`src/verilog/tmp_pkg.sv`:
```
// Holds shared constants and types of the telemetry statistics block.
// Assumes a command layer that hands over decoded read and write word transactions.
// What this block does
// input voltage average returned on DCh
// statistics commands are read word, read-only
// bits 2:0 set averaging sample count
// bit 6 clears all averages to zero, or to the sample on a data cycle
// D1h returns input voltage minimum since clear
// D2h returns input voltage peak since clear
// DDh returns output voltage average
// averages refresh on every data cycle
// DAh returns output voltage minimum since clear
// DEh returns input current average
// D4h returns input current peak since clear
// D6h averages aux when selected, else temperature
// source select resets low, temperature tracked
// codes span 0x0000 to 0x03FF full scale
// host converts codes with DIRECT coefficients
// data cycle 11 us normal, 18 us high-performance
// value in bits 9:0; cleared minimum takes next
`default_nettype none
package tmp_pkg;
	// ---------------------------------------------------------------
	// command codes
	// ---------------------------------------------------------------
	localparam logic [7:0] CMD_VIN_MIN    = 8'hD1;
	localparam logic [7:0] CMD_VIN_PEAK   = 8'hD2;
	localparam logic [7:0] CMD_IIN_PEAK   = 8'hD4;
	localparam logic [7:0] CMD_TA_AVG     = 8'hD6;
	localparam logic [7:0] CMD_VOUT_MIN   = 8'hDA;
	localparam logic [7:0] CMD_VIN_AVG    = 8'hDC;
	localparam logic [7:0] CMD_VOUT_AVG   = 8'hDD;
	localparam logic [7:0] CMD_IIN_AVG    = 8'hDE;
	localparam logic [7:0] CMD_STAT_CTRL  = 8'hC0;
	localparam logic [7:0] CMD_ADC_CFG2   = 8'hC1;
	localparam logic [7:0] CMD_DEV_CFG    = 8'hC2;
	// ---------------------------------------------------------------
	// field positions and reset values
	// ---------------------------------------------------------------
	localparam int         AVG_CNT_LSB    = 0;
	localparam int         AVG_CNT_MSB    = 2;
	localparam int         CLR_MIN_BIT    = 5;
	localparam int         CLR_AVG_BIT    = 6;
	localparam int         CLR_PEAK_BIT   = 7;
	localparam int         AUX_SEL_BIT    = 7;
	localparam int         HI_PERF_BIT    = 3;
	localparam logic [2:0] AVG_CNT_RESET  = 3'h0;
	localparam logic       AUX_SEL_RESET  = 1'h0;
	localparam logic       HI_PERF_RESET  = 1'h0;
	localparam logic [9:0] FULL_SCALE     = 10'h3FF;
	// ---------------------------------------------------------------
	// timing
	// ---------------------------------------------------------------
	localparam int CLK_PERIOD_NS    = 10;
	localparam int CYCLE_NORMAL_NS  = 11000;
	localparam int CYCLE_HIPERF_NS  = 18000;
	localparam int CYCLE_NORMAL_CLK = (CYCLE_NORMAL_NS + CLK_PERIOD_NS - 1) / CLK_PERIOD_NS;
	localparam int CYCLE_HIPERF_CLK = (CYCLE_HIPERF_NS + CLK_PERIOD_NS - 1) / CLK_PERIOD_NS;
	// ---------------------------------------------------------------
	// types
	// ---------------------------------------------------------------
	typedef struct packed {
		logic [9:0] vin;
		logic [9:0] vout;
		logic [9:0] iin;
		logic [9:0] temp;
		logic [9:0] aux;
	} tmp_samples_t;
endpackage : tmp_pkg
`default_nettype wire

```
`src/verilog/tmp_telemetry_stats.sv`:
```
// Running average, minimum and peak statistics with a read and write word command port.
// Assumes one command per request pulse and samples valid at each data cycle tick.
`default_nettype none
module tmp_telemetry_stats #(
	parameter int NORMAL_CLK = tmp_pkg::CYCLE_NORMAL_CLK,
	parameter int HIPERF_CLK = tmp_pkg::CYCLE_HIPERF_CLK
) (
	input  wire logic                 mclk,      // device clock
	input  wire logic                 rstn,      // synchronous reset, low
	input  wire tmp_pkg::tmp_samples_t samples,  // latest converter codes
	input  wire logic                 cmdValid,  // command request pulse
	input  wire logic                 cmdWrite,  // 1 write word, 0 read word
	input  wire logic [7:0]           cmdCode,   // command code
	input  wire logic [15:0]          cmdWrData, // write word data
	output logic                      cmdDone,   // answer pulse
	output logic                      cmdNack,   // refused with answer
	output logic [15:0]               rdData,    // read word data
	output logic                      cycleTick  // data cycle pulse
);
	// ---------------------------------------------------------------
	// helpers
	// ---------------------------------------------------------------
	function automatic logic [16:0] emaNext(input logic [16:0] acc,
		input logic [9:0] s, input logic [2:0] n);
		emaNext = acc + {7'h00, s} - (acc >> n);
	endfunction : emaNext

	function automatic logic [9:0] avgOf(input logic [16:0] acc, input logic [2:0] n);
		logic [16:0] sh;
		sh = acc >> n;
		avgOf = sh[9:0];
	endfunction : avgOf

	function automatic logic [15:0] word(input logic [9:0] v);
		word = {6'h00, v};
	endfunction : word

	// ---------------------------------------------------------------
	// control registers
	// ---------------------------------------------------------------
	logic [2:0]  avgCnt_reg;
	logic        auxSel_reg;
	logic        hiPerf_reg;
	logic        wrStat;
	logic        clrMin;
	logic        clrAvg;
	logic        clrPeak;

	assign wrStat  = cmdValid && cmdWrite && (cmdCode == tmp_pkg::CMD_STAT_CTRL);
	assign clrMin  = wrStat && cmdWrData[tmp_pkg::CLR_MIN_BIT];
	assign clrAvg  = wrStat && cmdWrData[tmp_pkg::CLR_AVG_BIT];
	assign clrPeak = wrStat && cmdWrData[tmp_pkg::CLR_PEAK_BIT];

	always_ff @(posedge mclk)
	begin
		if (!rstn)
		begin
			avgCnt_reg <= tmp_pkg::AVG_CNT_RESET;
			auxSel_reg <= tmp_pkg::AUX_SEL_RESET;
			hiPerf_reg <= tmp_pkg::HI_PERF_RESET;
		end
		else if (cmdValid && cmdWrite)
		begin
			if (cmdCode == tmp_pkg::CMD_STAT_CTRL)
				avgCnt_reg <= cmdWrData[tmp_pkg::AVG_CNT_MSB:tmp_pkg::AVG_CNT_LSB];
			if (cmdCode == tmp_pkg::CMD_ADC_CFG2)
				auxSel_reg <= cmdWrData[tmp_pkg::AUX_SEL_BIT];
			if (cmdCode == tmp_pkg::CMD_DEV_CFG)
				hiPerf_reg <= cmdWrData[tmp_pkg::HI_PERF_BIT];
		end
	end

	// ---------------------------------------------------------------
	// data cycle timer
	// ---------------------------------------------------------------
	logic [15:0] cycCnt_reg;
	logic        tick;
	logic [15:0] reload;

	assign tick   = (cycCnt_reg == 16'h0000);
	assign reload = hiPerf_reg ? 16'(HIPERF_CLK - 1) : 16'(NORMAL_CLK - 1);

	always_ff @(posedge mclk)
	begin
		if (!rstn)
		begin
			cycCnt_reg <= 16'h0000;
			cycleTick  <= 1'b0;
		end
		else
		begin
			cycCnt_reg <= tick ? reload : cycCnt_reg - 16'h0001;
			cycleTick  <= tick;
		end
	end

	// ---------------------------------------------------------------
	// averages
	// ---------------------------------------------------------------
	logic [16:0] acc_reg [4];
	logic [9:0]  chanSample [4];

	assign chanSample[0] = samples.vin;
	assign chanSample[1] = samples.vout;
	assign chanSample[2] = samples.iin;
	assign chanSample[3] = auxSel_reg ? samples.aux : samples.temp;

	always_ff @(posedge mclk)
	begin
		for (int i = 0; i < 4; i++)
		begin
			if (!rstn)
				acc_reg[i] <= 17'h00000;
			else if (clrAvg)
				acc_reg[i] <= tick ? {7'h00, chanSample[i]} : 17'h00000;
			else if (tick)
				acc_reg[i] <= emaNext(acc_reg[i], chanSample[i], avgCnt_reg);
		end
	end

	// ---------------------------------------------------------------
	// minimum trackers
	// ---------------------------------------------------------------
	logic [9:0] vinMin_reg;
	logic [9:0] voutMin_reg;
	logic       minEmpty_reg;

	always_ff @(posedge mclk)
	begin
		if (!rstn)
		begin
			vinMin_reg   <= 10'h000;
			voutMin_reg  <= 10'h000;
			minEmpty_reg <= 1'b1;
		end
		else if (tick)
		begin
			if (clrMin || minEmpty_reg)
			begin
				vinMin_reg  <= samples.vin;
				voutMin_reg <= samples.vout;
			end
			else
			begin
				if (samples.vin < vinMin_reg)
					vinMin_reg <= samples.vin;
				if (samples.vout < voutMin_reg)
					voutMin_reg <= samples.vout;
			end
			minEmpty_reg <= 1'b0;
		end
		else if (clrMin)
			minEmpty_reg <= 1'b1;
	end

	// ---------------------------------------------------------------
	// peak trackers
	// ---------------------------------------------------------------
	logic [9:0] vinPeak_reg;
	logic [9:0] iinPeak_reg;

	always_ff @(posedge mclk)
	begin
		if (!rstn)
		begin
			vinPeak_reg <= 10'h000;
			iinPeak_reg <= 10'h000;
		end
		else if (clrPeak)
		begin
			vinPeak_reg <= tick ? samples.vin : 10'h000;
			iinPeak_reg <= tick ? samples.iin : 10'h000;
		end
		else if (tick)
		begin
			if (samples.vin > vinPeak_reg)
				vinPeak_reg <= samples.vin;
			if (samples.iin > iinPeak_reg)
				iinPeak_reg <= samples.iin;
		end
	end

	// ---------------------------------------------------------------
	// command answers
	// ---------------------------------------------------------------
	logic [15:0] rdNext;
	logic        known;
	logic        roCmd;

	always_comb
	begin
		rdNext = 16'h0000;
		known  = 1'b1;
		roCmd  = 1'b1;
		unique case (cmdCode)
			tmp_pkg::CMD_VIN_AVG:  rdNext = word(avgOf(acc_reg[0], avgCnt_reg));
			tmp_pkg::CMD_VOUT_AVG: rdNext = word(avgOf(acc_reg[1], avgCnt_reg));
			tmp_pkg::CMD_IIN_AVG:  rdNext = word(avgOf(acc_reg[2], avgCnt_reg));
			tmp_pkg::CMD_TA_AVG:   rdNext = word(avgOf(acc_reg[3], avgCnt_reg));
			tmp_pkg::CMD_VIN_MIN:  rdNext = word(vinMin_reg);
			tmp_pkg::CMD_VOUT_MIN: rdNext = word(voutMin_reg);
			tmp_pkg::CMD_VIN_PEAK: rdNext = word(vinPeak_reg);
			tmp_pkg::CMD_IIN_PEAK: rdNext = word(iinPeak_reg);
			tmp_pkg::CMD_STAT_CTRL:
			begin
				rdNext = {13'h0000, avgCnt_reg};
				roCmd  = 1'b0;
			end
			tmp_pkg::CMD_ADC_CFG2:
			begin
				rdNext = {8'h00, auxSel_reg, 7'h00};
				roCmd  = 1'b0;
			end
			tmp_pkg::CMD_DEV_CFG:
			begin
				rdNext = {12'h000, hiPerf_reg, 3'h0};
				roCmd  = 1'b0;
			end
			default:
			begin
				known = 1'b0;
				roCmd = 1'b0;
			end
		endcase
	end

	always_ff @(posedge mclk)
	begin
		if (!rstn)
		begin
			cmdDone <= 1'b0;
			cmdNack <= 1'b0;
			rdData  <= 16'h0000;
		end
		else
		begin
			cmdDone <= cmdValid;
			cmdNack <= cmdValid && (!known || (cmdWrite && roCmd));
			if (cmdValid && !cmdWrite && known)
				rdData <= rdNext;
		end
	end

	logic [15:0] gap_reg;
	logic        gapOk_reg;

	always_ff @(posedge mclk)
	begin
		if (!rstn || (cmdValid && cmdWrite && cmdCode == tmp_pkg::CMD_DEV_CFG))
		begin
			gap_reg   <= 16'h0000;
			gapOk_reg <= 1'b0;
		end
		else if (tick)
		begin
			gap_reg   <= 16'h0001;
			gapOk_reg <= 1'b1;
		end
		else
			gap_reg <= gap_reg + 16'h0001;
	end

	logic        peakClrSeen_reg;

	always_ff @(posedge mclk)
	begin
		if (!rstn)
			peakClrSeen_reg <= 1'b0;
		else if (clrPeak)
			peakClrSeen_reg <= 1'b1;
		else if (tick)
			peakClrSeen_reg <= 1'b0;
	end
endmodule : tmp_telemetry_stats
`default_nettype wire

```
`config.mk`:
```
export PLATFORM = sky130hd
export DESIGN_NAME = tmp_telemetry_stats
export DESIGN_NICKNAME = d
export VERILOG_FILES = /design/src/verilog/tmp_pkg.sv /design/src/verilog/tmp_telemetry_stats.sv
export SDC_FILE = /design/constraint.sdc
export NUM_CORES = 1
export LEC_CHECK = 0
export ABC_CLOCK_PERIOD_IN_PS = 4500
export BUFFER_PORTS_ARGS = -buffer_cell sky130_fd_sc_hd__buf_2
export CAP_MARGIN = 10
export CORE_MARGIN = 3
export CORE_UTILIZATION = 44
export CTS_CLUSTER_DIAMETER = 150
export DETAILED_ROUTE_END_ITERATION = 16
export HOLD_SLACK_MARGIN = 0.06
export MAX_ROUTING_LAYER = met4
export PLACE_DENSITY = 0.75
export SETUP_SLACK_MARGIN = 0.05
export SLEW_MARGIN = 30
export SYNTH_ARGS = -nofsm -noshare
export SYNTH_HDL_FRONTEND = slang
export SYNTH_SLANG_ARGS = --single-unit
```
`constraint.sdc`:
```
create_clock -name mclk -period 4.5 [get_ports mclk]
set_clock_uncertainty 0.05 [all_clocks]
set_input_delay 0.675 -clock mclk [delete_from_list [all_inputs] [get_ports mclk]]
set_output_delay 0.675 -clock mclk [all_outputs]
set_load 0.01 [all_outputs]
```
Word-level counts from Yosys, hierarchy flattened
Memory sizes are Yosys's and may differ from the RTL's.
Index checks and enable logic that the tools add are counted.
{ "word_totals": {"reg_bits": 81, "latch_bits": 0, "ram_bits": 68, "rom_bits": 0, "input_bits": 78, "output_inout_bits": 19, "elab_cells": 119, "memories": 1} }
{ "op_classes": {"addsub": 9, "n_mul": 0, "div_mod_pow": 0, "n_lt_le_gt_ge": 4, "n_eq_ne": 11, "shifts": 4, "n_mux": 40, "bitwise": 8, "n_reduce_logical": 29} }
{ "memory_table": {"columns": ["name", "words", "word_bits", "rd", "rd_clocked_by_memory_dff", "wr", "line", "source"], "rows": [
  ["acc_reg", 4, 17, 4, 0, 4, "tmp_telemetry_stats.sv:100", "logic [16:0] acc_reg [4];"]
]} }
{ "op_table": {"columns": ["cell", "count"], "rows": [
  ["10-bit two-way mux", 18],
  ["17-bit two-way mux", 8],
  ["10-bit case mux with 11 select lines", 1],
  ["8-bit == test (second input constant)", 11],
  ["17-bit by 10-bit adder with 17-bit output", 4],
  ["17-bit by 3-bit >> shifter with 17-bit output", 4],
  ["17-bit subtractor", 4],
  ["10-bit > comparator", 2],
  ["10-bit < comparator", 2],
  ["16-bit zero test", 1],
  ["16-bit two-way mux", 1],
  ["16-bit by 1-bit subtractor with 16-bit output (second input constant)", 1],
  ["2-bit AND reduction", 7],
  ["1-bit two-way mux", 12],
  ["2-bit nonzero test", 6],
  ["11-bit OR reduction", 1],
  ["1-bit logical AND", 9],
  ["1-bit OR", 8],
  ["8-bit OR reduction", 1],
  ["1-bit zero test", 2],
  ["1-bit logical OR", 2]
]} }

Longest topological paths before layout
{ "depth": {"depth_word": 8, "ltp_mapped": 18, "ltp_nobuf": 15} }

Worst setup path after synthesis
No wires, ideal clock.
{ "synth_path": {"kind": "register to register", "start": "register avgCnt_reg[2]", "end": "memory acc_reg[1][16], data pin", "setup_ps": 257, "arrival_time_ps": 3881, "t_required_ps": 4193, "path_slack_ps": 312, "path_stages_with_launch": 17, "n_path_buf": 3, "synth_period_minus_slack_ps": 4188, "path_cell_list": "dfxtp_1 > clkbuf_1 > clkbuf_1 > clkbuf_1 > inv_1 > a21boi_0 > a221oi_1 > fa_1 > inv_1 > fa_1 > a211o_1 > o211ai_1 > a22oi_1 > a31oi_1 > o21ai_0 > xnor2_1 > nor2_1"} }
{ "synth_rtl": {"columns": ["item", "line", "source"], "rows": [
  ["from (decl)", "tmp_telemetry_stats.sv:41", "logic [2:0] avgCnt_reg;"],
  ["from (signal assigned)", "tmp_telemetry_stats.sv:58", "avgCnt_reg <= tmp_pkg::AVG_CNT_RESET;"],
  ["from (signal assigned)", "tmp_telemetry_stats.sv:65", "avgCnt_reg <= cmdWrData[tmp_pkg::AVG_CNT_MSB:tmp_pkg::AVG_CNT_LSB];"],
  ["to (decl)", "tmp_telemetry_stats.sv:100", null]
]} }

==> impl_metrics.csv <==
group,metric,value,unit
logic_synthesis,synth_top_family_by_area,"compound AO/OA/AOI/OAI gates",
placed_design,portBuffers,81,
routing,wire_per_inst,19.3,um
min_path,hold_depth,1,
cts,cts_tree,"built",
cts,clk_pin_slew,0.07,ns
timing,maxSlewViolCount,0,
routing,post_drt_via_cell_ratio,6.02,
die,row_count,64,
pwr,p_comb_share,66.7,%
cells_and_area,multi_input_area,9220,sq um
pwr,p_seq_share,19.9,%
cts,cts_buffers,17,
setup_path,end_kind,"flop",
setup_path,r2r_start,"avgCnt_reg[2]$_SDFFE_PN0P_",
setup_path,startpoint_type,"flop",
cells_and_area,largest_reg_flops,68,
setup_path,crit_slowest_cell,"dfxtp_4",
logic_synthesis,synth_top_area_share,14.9,%
logic_synthesis,mappedNetlistArea,13700,sq um
pwr,peakVddDrop,0.287,mV
pwr,cellPowerDensity,708,nW/um^2
cells_and_area,area_growth,12.1,%
flow_run,drv_cap,0,
cts,clk_latency,0.44,ns
setup_path,path_cells,"clkbuf_16 -> mux2_2 -> or2_2 -> a31oi_1 -> fa_1 -> ha_1 -> o21a_1 -> o211ai_1 -> o21ai_0 -> nand2_1 -> o211ai_1 -> xnor2_1 -> nor2_1",
placed_design,dp_hpwl,31500,um
logic_synthesis,synth-xor-area-share,4.34,%
die,die_h,183,um
logic_synthesis,synth_edf_count,68,
die,coreArea,30700,sq um
timing,timing.hold.ws,0.423,ns
cts,clockBufferDepth,2,
setup_path,r2r-end,"acc_reg[3][15]$_SDFFCE_PN0P_",
routing,wirelength,40900,um
timing,fin_crit_sh,95.3,%
logic_synthesis,syn_inst,1637,
logic_synthesis,synthArstFlopShare,0,%
die,fp.dieW,183,um
logic_synthesis,avgSynthCellArea,8.39,sq um
setup_path,critical_path_class,"reg -> reg",
cells_and_area,final_cell_mix,"nand2_1, inv_1, ha_1, nor2_1, a21oi_1",
pwr,p_sw_share,47.3,%
cells_and_area,antenna_cells,0,
setup_path,max_stage_delay,0.56,ns
timing,finalWorstSetupSlack,0.213,ns
run_status,outcome,"complete, no violations",
cells_and_area,post-route-cell-area,15400,sq um
logic_synthesis,synth-compound-area-share,20.8,%
setup_path,crit_top_cell,"o211ai_1",
logic_synthesis,yosysTopAreaCell,"edfxtp_1",
routing,remaining_drc_errors,0,
placed_design,place.gp.congestion,0.955,
cells_and_area,final_nets,1963,
global_route,grt_remaining_overflow,0,
cells_and_area,register_area,3550,sq um
die,die_area,33400,sq um
global_route,grt_usage,24.5,%
logic_synthesis,yosysUniqueCellTypes,75,
routing,vias,12800,
setup_path,timing.critical_path.buf_inv,1,
logic_synthesis,ys_seq_elements,143,
setup_path,r2r_slack,0.21,ns
routing,drt_iter0_drc,1321,
setup_path,worstRegToRegCells,13,
global_route,antenna_found_initial,0,
placed_design,placed_cell_area,14700,sq um
global_route,grt_max_degree,34,
cells_and_area,drive_above_1_share,13.8,%
cells_and_area,fill_cells,2855,
setup_path,arrival,4.42,ns
setup_path,cp.required,4.63,ns
setup_path,cp.depth,13,
min_path,hp-class,"reg -> reg",
setup_path,crit_path_start,"avgCnt_reg[2]$_SDFFE_PN0P_",
cts,clock_sinks,143,
timing,setup_viol,0,
pwr,p_switching,5.15,mW
timing,max_slew_margin,45.1,%
setup_path,crit_fanout,16,
timing,timing.fmax,233,MHz
cells_and_area,fin_cells,2123,
cts,cts_htree_levels,4,
placed_design,post-place-ws,0.147,ns
pwr,p_clk_share,13.5,%
timing,tightest_slew,0.824,ns
logic_synthesis,synthTopCellsByArea,"edfxtp_1, ha_1, dfxtp_1, fa_1, mux2i_1",
die,start_util,44.8,%
routing,ant_nets,0,
routing,drt-pass1-iter-count,6,
timing,tns,0,ns
pwr,leakage,6.65,nW
timing,rsz0062_at_grt,"true",
logic_synthesis,ys_seq_area_share,25.8,%
timing,post-route-min-period,4.29,ns
pwr,internal_power,5.74,mW
logic_synthesis,ys.flop_type,"dfxtp_1",
logic_synthesis,synth_mux_area_share,8.96,%
logic_synthesis,synth-adder-area-share,17.8,%
global_route,grt_pass1_vias,12200,
cells_and_area,mostFrequentLayoutCell,"nand2_1",
global_route,grt_pass1_wl,64000,um
setup_path,cp_top_family,"compound AO/OA/AOI/OAI gates",
logic_synthesis,ys_warn_count,0,
logic_synthesis,yosys.area_share.simple,14.7,%
cts,cts_root_buffer,"clkbuf_16",
placed_design,dp.cells,2090,
timing,timing.final.hold_violations,0,
die,ios,97,
setup_path,crit_end,"acc_reg[3][15]$_SDFFCE_PN0P_",
[metal layers]
metal	vias to the layer above	track usage, %	wire (um)
li1	5970	-	-
met1	6086	31.2	16900
met2	623	39.5	19200
met3	105	4.25	3290
met4	0	8.44	1520
met5	-	-	0
[synth_stat cells (10+ instances only)]
| master | number |
|---|---|
| nand2_1 | 188 |
| dfxtp_1 | 75 |
| mux2_2 | 35 |
| nand2b_1 | 11 |
| and2_1 | 23 |
| nor3_1 | 12 |
| mux2i_1 | 79 |
| a221oi_1 | 23 |
| clkbuf_1 | 56 |
| nand4_1 | 12 |
| xnor2_1 | 46 |
| o22ai_1 | 17 |
| edfxtp_1 | 68 |
| ha_1 | 131 |
| a21o_1 | 23 |
| nor2b_1 | 15 |
| a22oi_1 | 19 |
| a211oi_1 | 31 |
| fa_1 | 40 |
| and3_1 | 11 |
| xor2_1 | 22 |
| nand3_1 | 23 |
| a31oi_1 | 22 |
| inv_1 | 182 |
| o21ai_0 | 89 |
| o21a_1 | 10 |
| o211ai_1 | 16 |
| nor2_1 | 112 |
| a21oi_1 | 101 |
| a22o_1 | 29 |
[cell families (layout without fill, tap and decap cells)]
family | after synthesis | after routing
AO/OA/AOI/OAI | 432 | 432
XOR/XNOR | 68 | 68
adder cells (fa/ha/maj) | 171 | 171
buffers and inverters | 265 | 350
flip-flops | 143 | 143
multiplexers | 116 | 116
other | 1 | 6
AND/OR/NAND/NOR | 441 | 441
[power by group through the flow]
| stage | Combinational [mW] | Sequential (mW) | Clock [mW] |
|---|---|---|---|
| 4_1_cts | 7.11 | 2.15 | 1.47 |
| 6_report | 7.26 | 2.16 | 1.47 |
| 5_1_grt | 8.15 | 2.20 | 1.53 |
| 2_1_floorplan | 5.63 | 2.04 | 0 |
| 3_5_place_dp | 7.05 | 2.18 | 0 |
| 3_3_place_gp | 6.83 | 2.17 | 0 |
[how the worst min path moves through the flow]
| stage | slack [ns] | start | to |
|---|---|---|---|
| after floorplan | 0.39 | cycCnt_reg[0]$_SDFF_PN0_ | cycCnt_reg[0]$_SDFF_PN0_ |
| after global placement | 0.41 | cycCnt_reg[0]$_SDFF_PN0_ | cycCnt_reg[0]$_SDFF_PN0_ |
| after detailed placement | 0.41 | cycCnt_reg[0]$_SDFF_PN0_ | cycCnt_reg[0]$_SDFF_PN0_ |
| after CTS | 0.42 | cycCnt_reg[0]$_SDFF_PN0_ | cycCnt_reg[0]$_SDFF_PN0_ |
| after global routing | 0.45 | cycCnt_reg[0]$_SDFF_PN0_ | cycCnt_reg[0]$_SDFF_PN0_ |
| final | 0.42 | cycCnt_reg[0]$_SDFF_PN0_ | cycCnt_reg[0]$_SDFF_PN0_ |
[metrics by stage]
| step | utilization, % | power (mW) |
|---|---|---|
| 2_1_floorplan | - | 7.67 |
| 3_3_place_gp | 48.0 | 9.00 |
| 3_5_place_dp | 48.0 | 9.23 |
| 4_1_cts | 49.9 | 10.7 |
| 5_1_grt | 50.2 | 11.9 |
| 6_report | 50.2 | 10.9 |
[final cells by class]
class | instances | area share, %
Inverter | 184 | 4.49
Tap cell | 396 | 3.22
Sequential cell | 143 | 23.1
Timing Repair Buffer | 134 | 5.46
Clock inverter | 15 | 1.06
Multi-Input combinational cell | 1234 | 59.9
Clock buffer | 17 | 2.76
[timing repair]
| item | 4_1_cts | 5_1_grt |
|---|---|---|
| resized for setup | 0 | 10 |
| hold buffers | 0 | 0 |
| setup buffers | 0 | 1 |
| setup endpoints to repair | 0 | 17 |
Note: power is estimated with default switching activity, not from simulation.
